$ cat src/hdl/pasc_regs.svh
// Purpose: named constants for the pipelined converter output block
// Assumes: included by bare name
// Notes:   latency is in conversion clock cycles, fifo depth in words
`ifndef PASC_REGS_SVH
`define PASC_REGS_SVH
`define PASC_WORD_W      12
`define PASC_LATENCY     6
`define PASC_FIFO_DEPTH  16
`define PASC_CODE_NEG_FS 12'h000
`define PASC_CODE_MID    12'h800
`define PASC_CODE_POS_FS 12'hFFF
`define PASC_CODE_UNDEF  12'h000
`endif

$ cat src/hdl/pasc_pkg.sv
// Purpose: shared types of the converter output block
// Assumes: pasc_regs.svh constants
// Notes:   none
`include "pasc_regs.svh"
package pasc_pkg;
    typedef logic [`PASC_WORD_W-1:0] pasc_word_t;
    typedef struct packed {
        logic       valid;
        pasc_word_t code;
    } pasc_sample_s;
endpackage : pasc_pkg

$ cat src/hdl/pasc_top.sv
// Purpose: digital side of a pipelined 12-bit converter output stage
// Assumes: quantised code arrives each clock from the analog front end
// Notes:   outputs use separate data and enable signals, no tristate
`timescale 1ns/100ps
`default_nettype none
`include "pasc_regs.svh"
// Function
// - one sample taken each rising clock, one word delivered per clock
// - each word appears six clocks after its sample edge
// - result is a 12-bit word of positive minus negative input
// - differential coding is offset binary, 000 / 800 / FFF
// - single-ended coding is the same offset binary
// - sleep request high puts converter into low-power state
// - control inputs: clock, clock enable, reset, output enable, sleep request
// - output enable high releases data pins, conversion continues
// - words during and from sleep are corrupt and never valid
module pasc_top #(
    parameter int LATENCY    = `PASC_LATENCY,
    parameter int FIFO_DEPTH = `PASC_FIFO_DEPTH
) (
    input  wire logic       core_clk,
    input  wire logic       resetn,
    input  wire logic       clk_en,
    input  wire logic       out_enable_n,
    input  wire logic       sleep_request,
    input  wire pasc_pkg::pasc_word_t sample_code,
    output pasc_pkg::pasc_word_t      data_out,
    output logic            data_oe,
    output logic            word_valid,
    input  wire logic       word_ready,
    output logic            fifo_ready,
    output logic            sleeping
);
    import pasc_pkg::*;
    // ------------------------------------------------------------
    // reset release and pin synchronisers
    // ------------------------------------------------------------
    logic       rst_meta_reg;
    logic       rst_n;
    logic [1:0] oe_sync_reg;
    logic [1:0] slp_sync_reg;
    always_ff @(posedge core_clk or negedge resetn) begin
        if (!resetn) begin
            rst_meta_reg <= 1'b0;
            rst_n        <= 1'b0;
        end else begin
            rst_meta_reg <= 1'b1;
            rst_n        <= rst_meta_reg;
        end
    end
    // out_enable_n and sleep_request are synchronised here
    always_ff @(posedge core_clk or negedge rst_n) begin
        if (!rst_n) begin
            oe_sync_reg  <= 2'h3;
            slp_sync_reg <= 2'h0;
        end else if (clk_en) begin
            oe_sync_reg  <= {oe_sync_reg[0], out_enable_n};
            slp_sync_reg <= {slp_sync_reg[0], sleep_request};
        end
    end
    wire oe_n_s;
    wire sleep_s;
    assign oe_n_s  = oe_sync_reg[1];
    assign sleep_s = slp_sync_reg[1];
    // ------------------------------------------------------------
    // conversion pipeline
    // ------------------------------------------------------------
    pasc_sample_s pipe_reg [LATENCY];
    pasc_sample_s stage_in;
    // sleep poisons the sample entering and everything in flight
    assign stage_in.valid = !sleep_s;
    assign stage_in.code  = sleep_s ? `PASC_CODE_UNDEF : sample_code;
    always_ff @(posedge core_clk or negedge rst_n) begin
        if (!rst_n) begin
            for (int i = 0; i < LATENCY; i++) begin
                pipe_reg[i] <= '0;
            end
        end else if (clk_en) begin
            pipe_reg[0] <= stage_in;
            for (int i = 1; i < LATENCY; i++) begin
                pipe_reg[i].code  <= pipe_reg[i-1].code;
                pipe_reg[i].valid <= pipe_reg[i-1].valid && !sleep_s;
            end
        end
    end
    // code passes untouched: front end already yields offset binary
    pasc_sample_s head;
    assign head = pipe_reg[LATENCY-1];
    // ------------------------------------------------------------
    // output drivers
    // ------------------------------------------------------------
    always_ff @(posedge core_clk or negedge rst_n) begin
        if (!rst_n) begin
            data_out <= `PASC_CODE_UNDEF;
            sleeping <= 1'b0;
        end else if (clk_en) begin
            data_out <= head.code;
            sleeping <= sleep_s;
        end
    end
    // enable stays combinational; conversion ignores it
    assign data_oe = !oe_n_s;
    // ------------------------------------------------------------
    // capture buffer, fed only with trusted words
    // ------------------------------------------------------------
    wire push_ok;
    assign push_ok = head.valid && !oe_n_s && !sleep_s;
    pasc_fifo #(
        .WIDTH (`PASC_WORD_W),
        .DEPTH (FIFO_DEPTH)
    ) u_fifo (
        .clk       (core_clk),
        .rst_n     (rst_n),
        .ce        (clk_en),
        .in_valid  (push_ok),
        .in_ready  (fifo_ready),
        .in_data   (head.code),
        .out_valid (word_valid),
        .out_ready (word_ready),
        .out_data  ()
    );
endmodule : pasc_top
`default_nettype wire

$ cat src/hdl/pasc_fifo.sv
// Purpose: small synchronous fifo in the sample path
// Assumes: single clock, clock enable freezes all state
// Notes:   read data come out of a register
`timescale 1ns/100ps
`default_nettype none
module pasc_fifo #(
    parameter int WIDTH = 12,
    parameter int DEPTH = 16
) (
    input  wire logic             clk,
    input  wire logic             rst_n,
    input  wire logic             ce,
    input  wire logic             in_valid,
    output logic                  in_ready,
    input  wire logic [WIDTH-1:0] in_data,
    output logic                  out_valid,
    input  wire logic             out_ready,
    output logic      [WIDTH-1:0] out_data
);
    localparam int AW = $clog2(DEPTH);
    logic [WIDTH-1:0] mem [DEPTH];
    logic [AW-1:0]    wr_reg;
    logic [AW-1:0]    rd_reg;
    logic [AW:0]      cnt_reg;
    logic             oval_reg;
    wire              push;
    wire              pop;
    wire              load;
    wire              empty;
    assign empty     = (cnt_reg == '0);
    assign in_ready  = (cnt_reg != DEPTH[AW:0]);
    assign push      = in_valid && in_ready;
    // output register refills when empty or being taken
    assign load      = !empty && (!oval_reg || out_ready);
    assign pop       = oval_reg && out_ready;
    assign out_valid = oval_reg;
    always_ff @(posedge clk) begin
        if (ce && push) begin
            mem[wr_reg] <= in_data;
        end
        if (ce && load) begin
            out_data <= mem[rd_reg];
        end
    end
    always_ff @(posedge clk or negedge rst_n) begin
        if (!rst_n) begin
            wr_reg   <= '0;
            rd_reg   <= '0;
            cnt_reg  <= '0;
            oval_reg <= 1'b0;
        end else if (ce) begin
            if (push) wr_reg <= wr_reg + 1'b1;
            if (load) rd_reg <= rd_reg + 1'b1;
            cnt_reg  <= cnt_reg + {{AW{1'b0}}, push} - {{AW{1'b0}}, load};
            if (load) oval_reg <= 1'b1;
            else if (pop) oval_reg <= 1'b0;
        end
    end
endmodule : pasc_fifo
`default_nettype wire

$ cat config.mk
export PLATFORM = sky130hd
export DESIGN_NAME = pasc_top
export DESIGN_NICKNAME = d
export VERILOG_FILES = /design/src/hdl/pasc_pkg.sv /design/src/hdl/pasc_top.sv /design/src/hdl/pasc_fifo.sv
export VERILOG_INCLUDE_DIRS = /design/src /design/src/hdl
export SDC_FILE = /design/constraint.sdc
export NUM_CORES = 1
export LEC_CHECK = 0
export BUFFER_PORTS_ARGS = -buffer_cell sky130_fd_sc_hd__clkbuf_2
export CAP_MARGIN = 5
export CORE_UTILIZATION = 63
export DETAILED_ROUTE_END_ITERATION = 10
export GPL_TIMING_DRIVEN = 1
export PLACE_DENSITY = 0.88
export SETUP_SLACK_MARGIN = 0.2
export SLEW_MARGIN = 30
export SYNTH_ARGS = -nofsm -noshare
export SYNTH_HDL_FRONTEND = slang
export SYNTH_SLANG_ARGS = --single-unit
$ cat constraint.sdc
create_clock -name core_clk -period 5 [get_ports core_clk]
set_clock_uncertainty 0.15 [all_clocks]
set_input_delay 0.25 -clock core_clk [delete_from_list [all_inputs] [get_ports core_clk]]
set_output_delay 0.25 -clock core_clk [all_outputs]
set_load 0.02 [all_outputs]
# Word level (Yosys, flattened, before mapping)
# Cells that the tools add are included.
dict set report word_totals {
  ff_bits 103
  in_bits 18
  word_cells 44
}
dict set report classes {
  reduce_logical 18
  addsub 2
  eq_ne 1
  mux 3
}
# op count
set op_table {}
lappend op_table {{$mux 12} 1}
lappend op_table {{$logic_and 1x1->1} 10}
lappend op_table {{$add 5x1->5} 1}
lappend op_table {{$logic_not 5->1} 1}
lappend op_table {{$ne 5x5->1 const B} 1}
lappend op_table {{$sub 5x1->5} 1}
lappend op_table {{$logic_not 1->1} 4}
lappend op_table {{$mux 1} 2}
lappend op_table {{$reduce_and 2->1} 1}
lappend op_table {{$reduce_bool 2->1} 1}
lappend op_table {{$logic_or 1x1->1} 1}

# Depth between registers and ports, before layout
dict set report logic_depth {
  depth_word 6
  depth_mapped 14
}

# Cells and area by module
# A second synthesis with hierarchy kept.
dict set report hier_totals {
  cells_unflattened 719
  hier_area_um2 12403.1
}
# module cells_per_inst n_inst area_each_um2
set by_module_without_submodules {}
lappend by_module_without_submodules {pasc_fifo 474 1 8700.8}
lappend by_module_without_submodules {pasc_top 245 1 3702.3}

# Least setup slack after synthesis
# OpenSTA, ideal clock, no wires.
dict set report synth_timing {
  path_kind {flip-flop to flip-flop}
  from {register u_fifo.cnt_reg[3]}
  to {register u_fifo.cnt_reg[4]}
  path_stages_with_launch 15
  required_time_ns 4.710
  slack_ns 2.459
  setup_time_ns 0.140
  arrival_time_ns 2.250
  cell_sequence {dfrtp_1 inv_1 ha_1 nand2_1 nor2_1 a21oi_1 ha_1 inv_1 ha_1 inv_1 fa_1 nor2b_1 o2111ai_1 o311ai_1 o211ai_1}
}
dict set report synth_between {
  elab_chain_cells 4
  elab_cells_between_ends 7
  cone_classes {add/sub (2); eq/ne (1); reduce/logical (4)}
}
# element line
set synth_lines {}
lappend synth_lines {{start, declared} pasc_fifo.sv:24} ;# logic [AW:0] cnt_reg;
lappend synth_lines {{start signal, assigned} pasc_fifo.sv:54} ;# cnt_reg <= cnt_reg + {{AW{1'b0}}, push} - {{AW{1'b0}}, load};
lappend synth_lines {{$logic_not 5->1} pasc_fifo.sv:30} ;# assign empty = (cnt_reg == '0);
lappend synth_lines {{$logic_not 1->1} pasc_fifo.sv:34} ;# assign load = !empty && (!oval_reg || out_ready);
lappend synth_lines {{$logic_and 1x1->1} pasc_fifo.sv:34}
lappend synth_lines {{named net u_fifo.load} pasc_fifo.sv:28} ;# wire load;
lappend synth_lines {{$sub 5x1->5} pasc_fifo.sv:54}
# The timed path passes the listed nets, and every way through them passes these cells.
# A chain may end at the register's enable or synchronous reset.

# Worst setup path in the final report
# Same ends and word-level chain as after synthesis.

==> results_dict.tcl <==
set metrics [dict create \
    dieArea_um2 6870 \
    post_drt_wl_per_cell_um 15.3 \
    power.leakage_nw 2.26 \
    worst_slew_pin_slew_ps 691 \
    switching_share_pct 29.3 \
    crit_chain "inv_1 -> ha_1 -> nand2_1 -> nor2_1 -> a21oi_1 -> ha_1 -> inv_1 -> ha_1 -> inv_1 -> fa_1 -> nor2b_1 -> o2111ai_1 -> o311ai_1 -> o211ai_1" \
    ir_drop_mv 0.364 \
    setup_violations 0 \
    clockRootBuffer "clkbuf_8" \
    synthMostInstantiatedCell "dfrtp_1" \
    worstHoldStart "sample_code[1]" \
    dp_cells 394 \
    combPwrFrac_pct 23.1 \
    cp_slowest_cell "dfrtp_1" \
    ys.flop_type "dfrtp_1" \
    ant_nets 0 \
    drc 0 \
    seq_area_um2 2580 \
    synth_area_um2 4120 \
    synth_area_leaders "dfrtp_1, mux2_2, o21ai_0" \
    switchingPower_mw 0.659 \
    synthArstFlopShare_pct 100 \
    multi_input_area_um2 1370 \
    synthCells 297 \
    maxCapViolations 0 \
    hold_viol_final 0 \
    grt.met2_usage_pct 33.2 \
    cts_tree "yes" \
    wl_um 6480 \
    min_to "pipe_reg[66]$_DFFE_PN0P_" \
    die_h_um 82.9 \
    synth_top_area_share_pct 61.4 \
    largest_reg_flops 65 \
    worstSkewPairLatency_ps 360 \
    rsz0062_at_grt "false" \
    io_buffer_count 33 \
    critPathKind "register to register" \
    synth_seq_cells 103 \
    grt_max_degree 66 \
    cts_buffer_depth 2 \
    syn_avg_cell_area_um2 13.9 \
    yosys.cell_types.count 30 \
    fin_crit_ps 3000 \
    dp_hpwl_um 3910 \
    antenna_cells 0 \
    reg2reg_depth 14 \
    clkPwrFrac_pct 25.8 \
    antenna_found_initial 0 \
    outcome "finished, final reports clean" \
    critPathLaunchType "register" \
    min_path_cells 3 \
    ys_seq_area_share_pct 62.6 \
    grtUsageMet1_pct 28.6 \
    ys_warn_count 0 \
    synth_top_area_cell "dfrtp_1" \
    grt_use_total_pct 21.3 \
    vias_per_cell 5.57 \
    stdcell_count 424 \
    syn_nets 322 \
    timing.rr.end "u_fifo.cnt_reg[4]$_DFFE_PN0P_" \
    clk_pin_slew_worst_paths_ps 90 \
    max_clock_freq_mhz 333 \
    fp.coreArea_um2 6310 \
    p_int_mw 1.59 \
    crit_arrival_ps 3090 \
    grt_first_pass_wirelength_um 11400 \
    grt.overflow.total 0 \
    cts.sinks 103 \
    grt.busiest_layer "met2" \
    syn2layout_area_growth_pct 14.0 \
    rows 29 \
    finalSetupTns_ps 0 \
    fin_nets 367 \
    crit_fanout 7 \
    drtIter0Drc 130 \
    p_per_area_nw_per_um2 478 \
    vias 2360 \
    synth_edf_count 0 \
    ff2ff_setup_slack_ps 2000 \
    drive_gt1_share_pct 37.8 \
    htreeDepth 3 \
    hold_class "input port to register" \
    fillers 417 \
    crit_buf_inv 3 \
    reg2reg_from "u_fifo.cnt_reg[3]$_DFFE_PN0P_" \
    cp-end-kind "register" \
    critPathMaxStageDelay_ps 470 \
    start_util_pct 65.2 \
    gp_congestion 0.709 \
    grt_pass1_vias 2406 \
    grt_util_met3_pct 4.67 \
    slew_headroom_pct 53.9 \
    die_w_um 82.9 \
    cts_buffers 9 \
    cts.repair.resized 0 \
    fin_crit_sh_pct 60.1 \
    crit_family "adder cells" \
    required_ps 5090 \
    io_pins 34 \
    yosys-top-cells-count "dfrtp_1, mux2_2, inv_1, o21ai_0, nand3b_1" \
    dr.pass1.iters 5 \
    slew_viol_final 0 \
    pwr-share-seq_pct 51.1 \
]
[metrics by stage]
stage	utilization, %	instance area [um2]	power, mW	hold WS [ps]	worst slack (ps)
floorplan	-	4120	1.52	-196	1770
global placement	68.5	4330	1.61	-114	2340
detailed placement	68.5	4330	1.67	-113	2060
CTS	74.4	4700	2.26	14.7	2050
global route	74.4	4700	2.37	23.1	1760
finish	74.4	4700	2.24	24.0	2000
[what timing repair did]
item | in CTS | in global routing
buffers inserted | 0 | 0
hold buffers | 14 | 0
endpoints found under the hold margin | 15 | 0
[layer usage]
| metal | vias to the layer above | wire, um |
|---|---|---|
| met5 | - | 0 |
| met4 | 0 | 172 |
| met3 | 19 | 238 |
| met2 | 64 | 3130 |
| met1 | 1174 | 2940 |
| li1 | 1103 | - |
[cell families (layout without fill, tap and decap cells)]
kind of cell	count (synthesis)	count (layout)	synth area share [%]
buffers and inverters	41	91	4.22
and+or+nand+nor	34	34	4.71
AOI/OAI and AO/OA	32	32	4.59
other	1	1	0.0910
muxes	77	77	21.0
xor gates and xnor gates	2	2	0.425
adders and majority gates	7	7	2.31
DFF	103	103	62.6
[cells in the final DEF (no fill, tap or decap), drive strengths merged, types with 2 or more instances in the layout]
master       count
buf              3
nand3            3
dlygate4sd3     14
clkinvlp         2
nor2             6
dfrtp          101
o31ai            2
o21ai           20
a21oi            3
dfstp            2
ha               6
inv             27
nand2            6
xnor2            2
bufinv           2
a21o             2
mux2            76
clkbuf          42
nand3b          12
or3              4
[final cells by class]
type                       count  share of cell area [%]
clock buffer                  10                    2.93
inverter                      26                    2.08
tap                           77                    2.05
timing repair buffer          49                    6.87
multi-input combinational    153                    29.1
sequential                   103                    55.0
clock inverter                 6                    1.97
[worst max path at each step]
stage | from | to | depth (start not counted) | slack (ps)
2_1_floorplan | rst_n$_DFF_PN0_ | data_out[0]$_DFFE_PN0P_ | 0 | 1770
3_3_place_gp | u_fifo.cnt_reg[3]$_DFFE_PN0P_ | u_fifo.cnt_reg[4]$_DFFE_PN0P_ | 14 | 2340
3_5_place_dp | u_fifo.cnt_reg[3]$_DFFE_PN0P_ | u_fifo.cnt_reg[4]$_DFFE_PN0P_ | 14 | 2060
4_1_cts | u_fifo.cnt_reg[3]$_DFFE_PN0P_ | u_fifo.cnt_reg[4]$_DFFE_PN0P_ | 14 | 2050
5_1_grt | u_fifo.cnt_reg[3]$_DFFE_PN0P_ | u_fifo.cnt_reg[4]$_DFFE_PN0P_ | 14 | 1760
6_report | u_fifo.cnt_reg[3]$_DFFE_PN0P_ | u_fifo.cnt_reg[4]$_DFFE_PN0P_ | 14 | 2000
[power groups by stage]
stage | logic (mW) | clock network (mW) | registers, mW
after detailed placement | 0.509 | 0 | 1.16
after global placement | 0.466 | 0 | 1.15
after CTS | 0.521 | 0.594 | 1.15
after global routing | 0.570 | 0.622 | 1.18
after floorplan | 0.345 | 0 | 1.17
final | 0.518 | 0.579 | 1.15
[tightest hold or removal path, stage by stage]
cell      delay [ps]
clkbuf_2          70
nand3b_1          80
o21ai_0           90
Power figures use the tool's default switching activity.
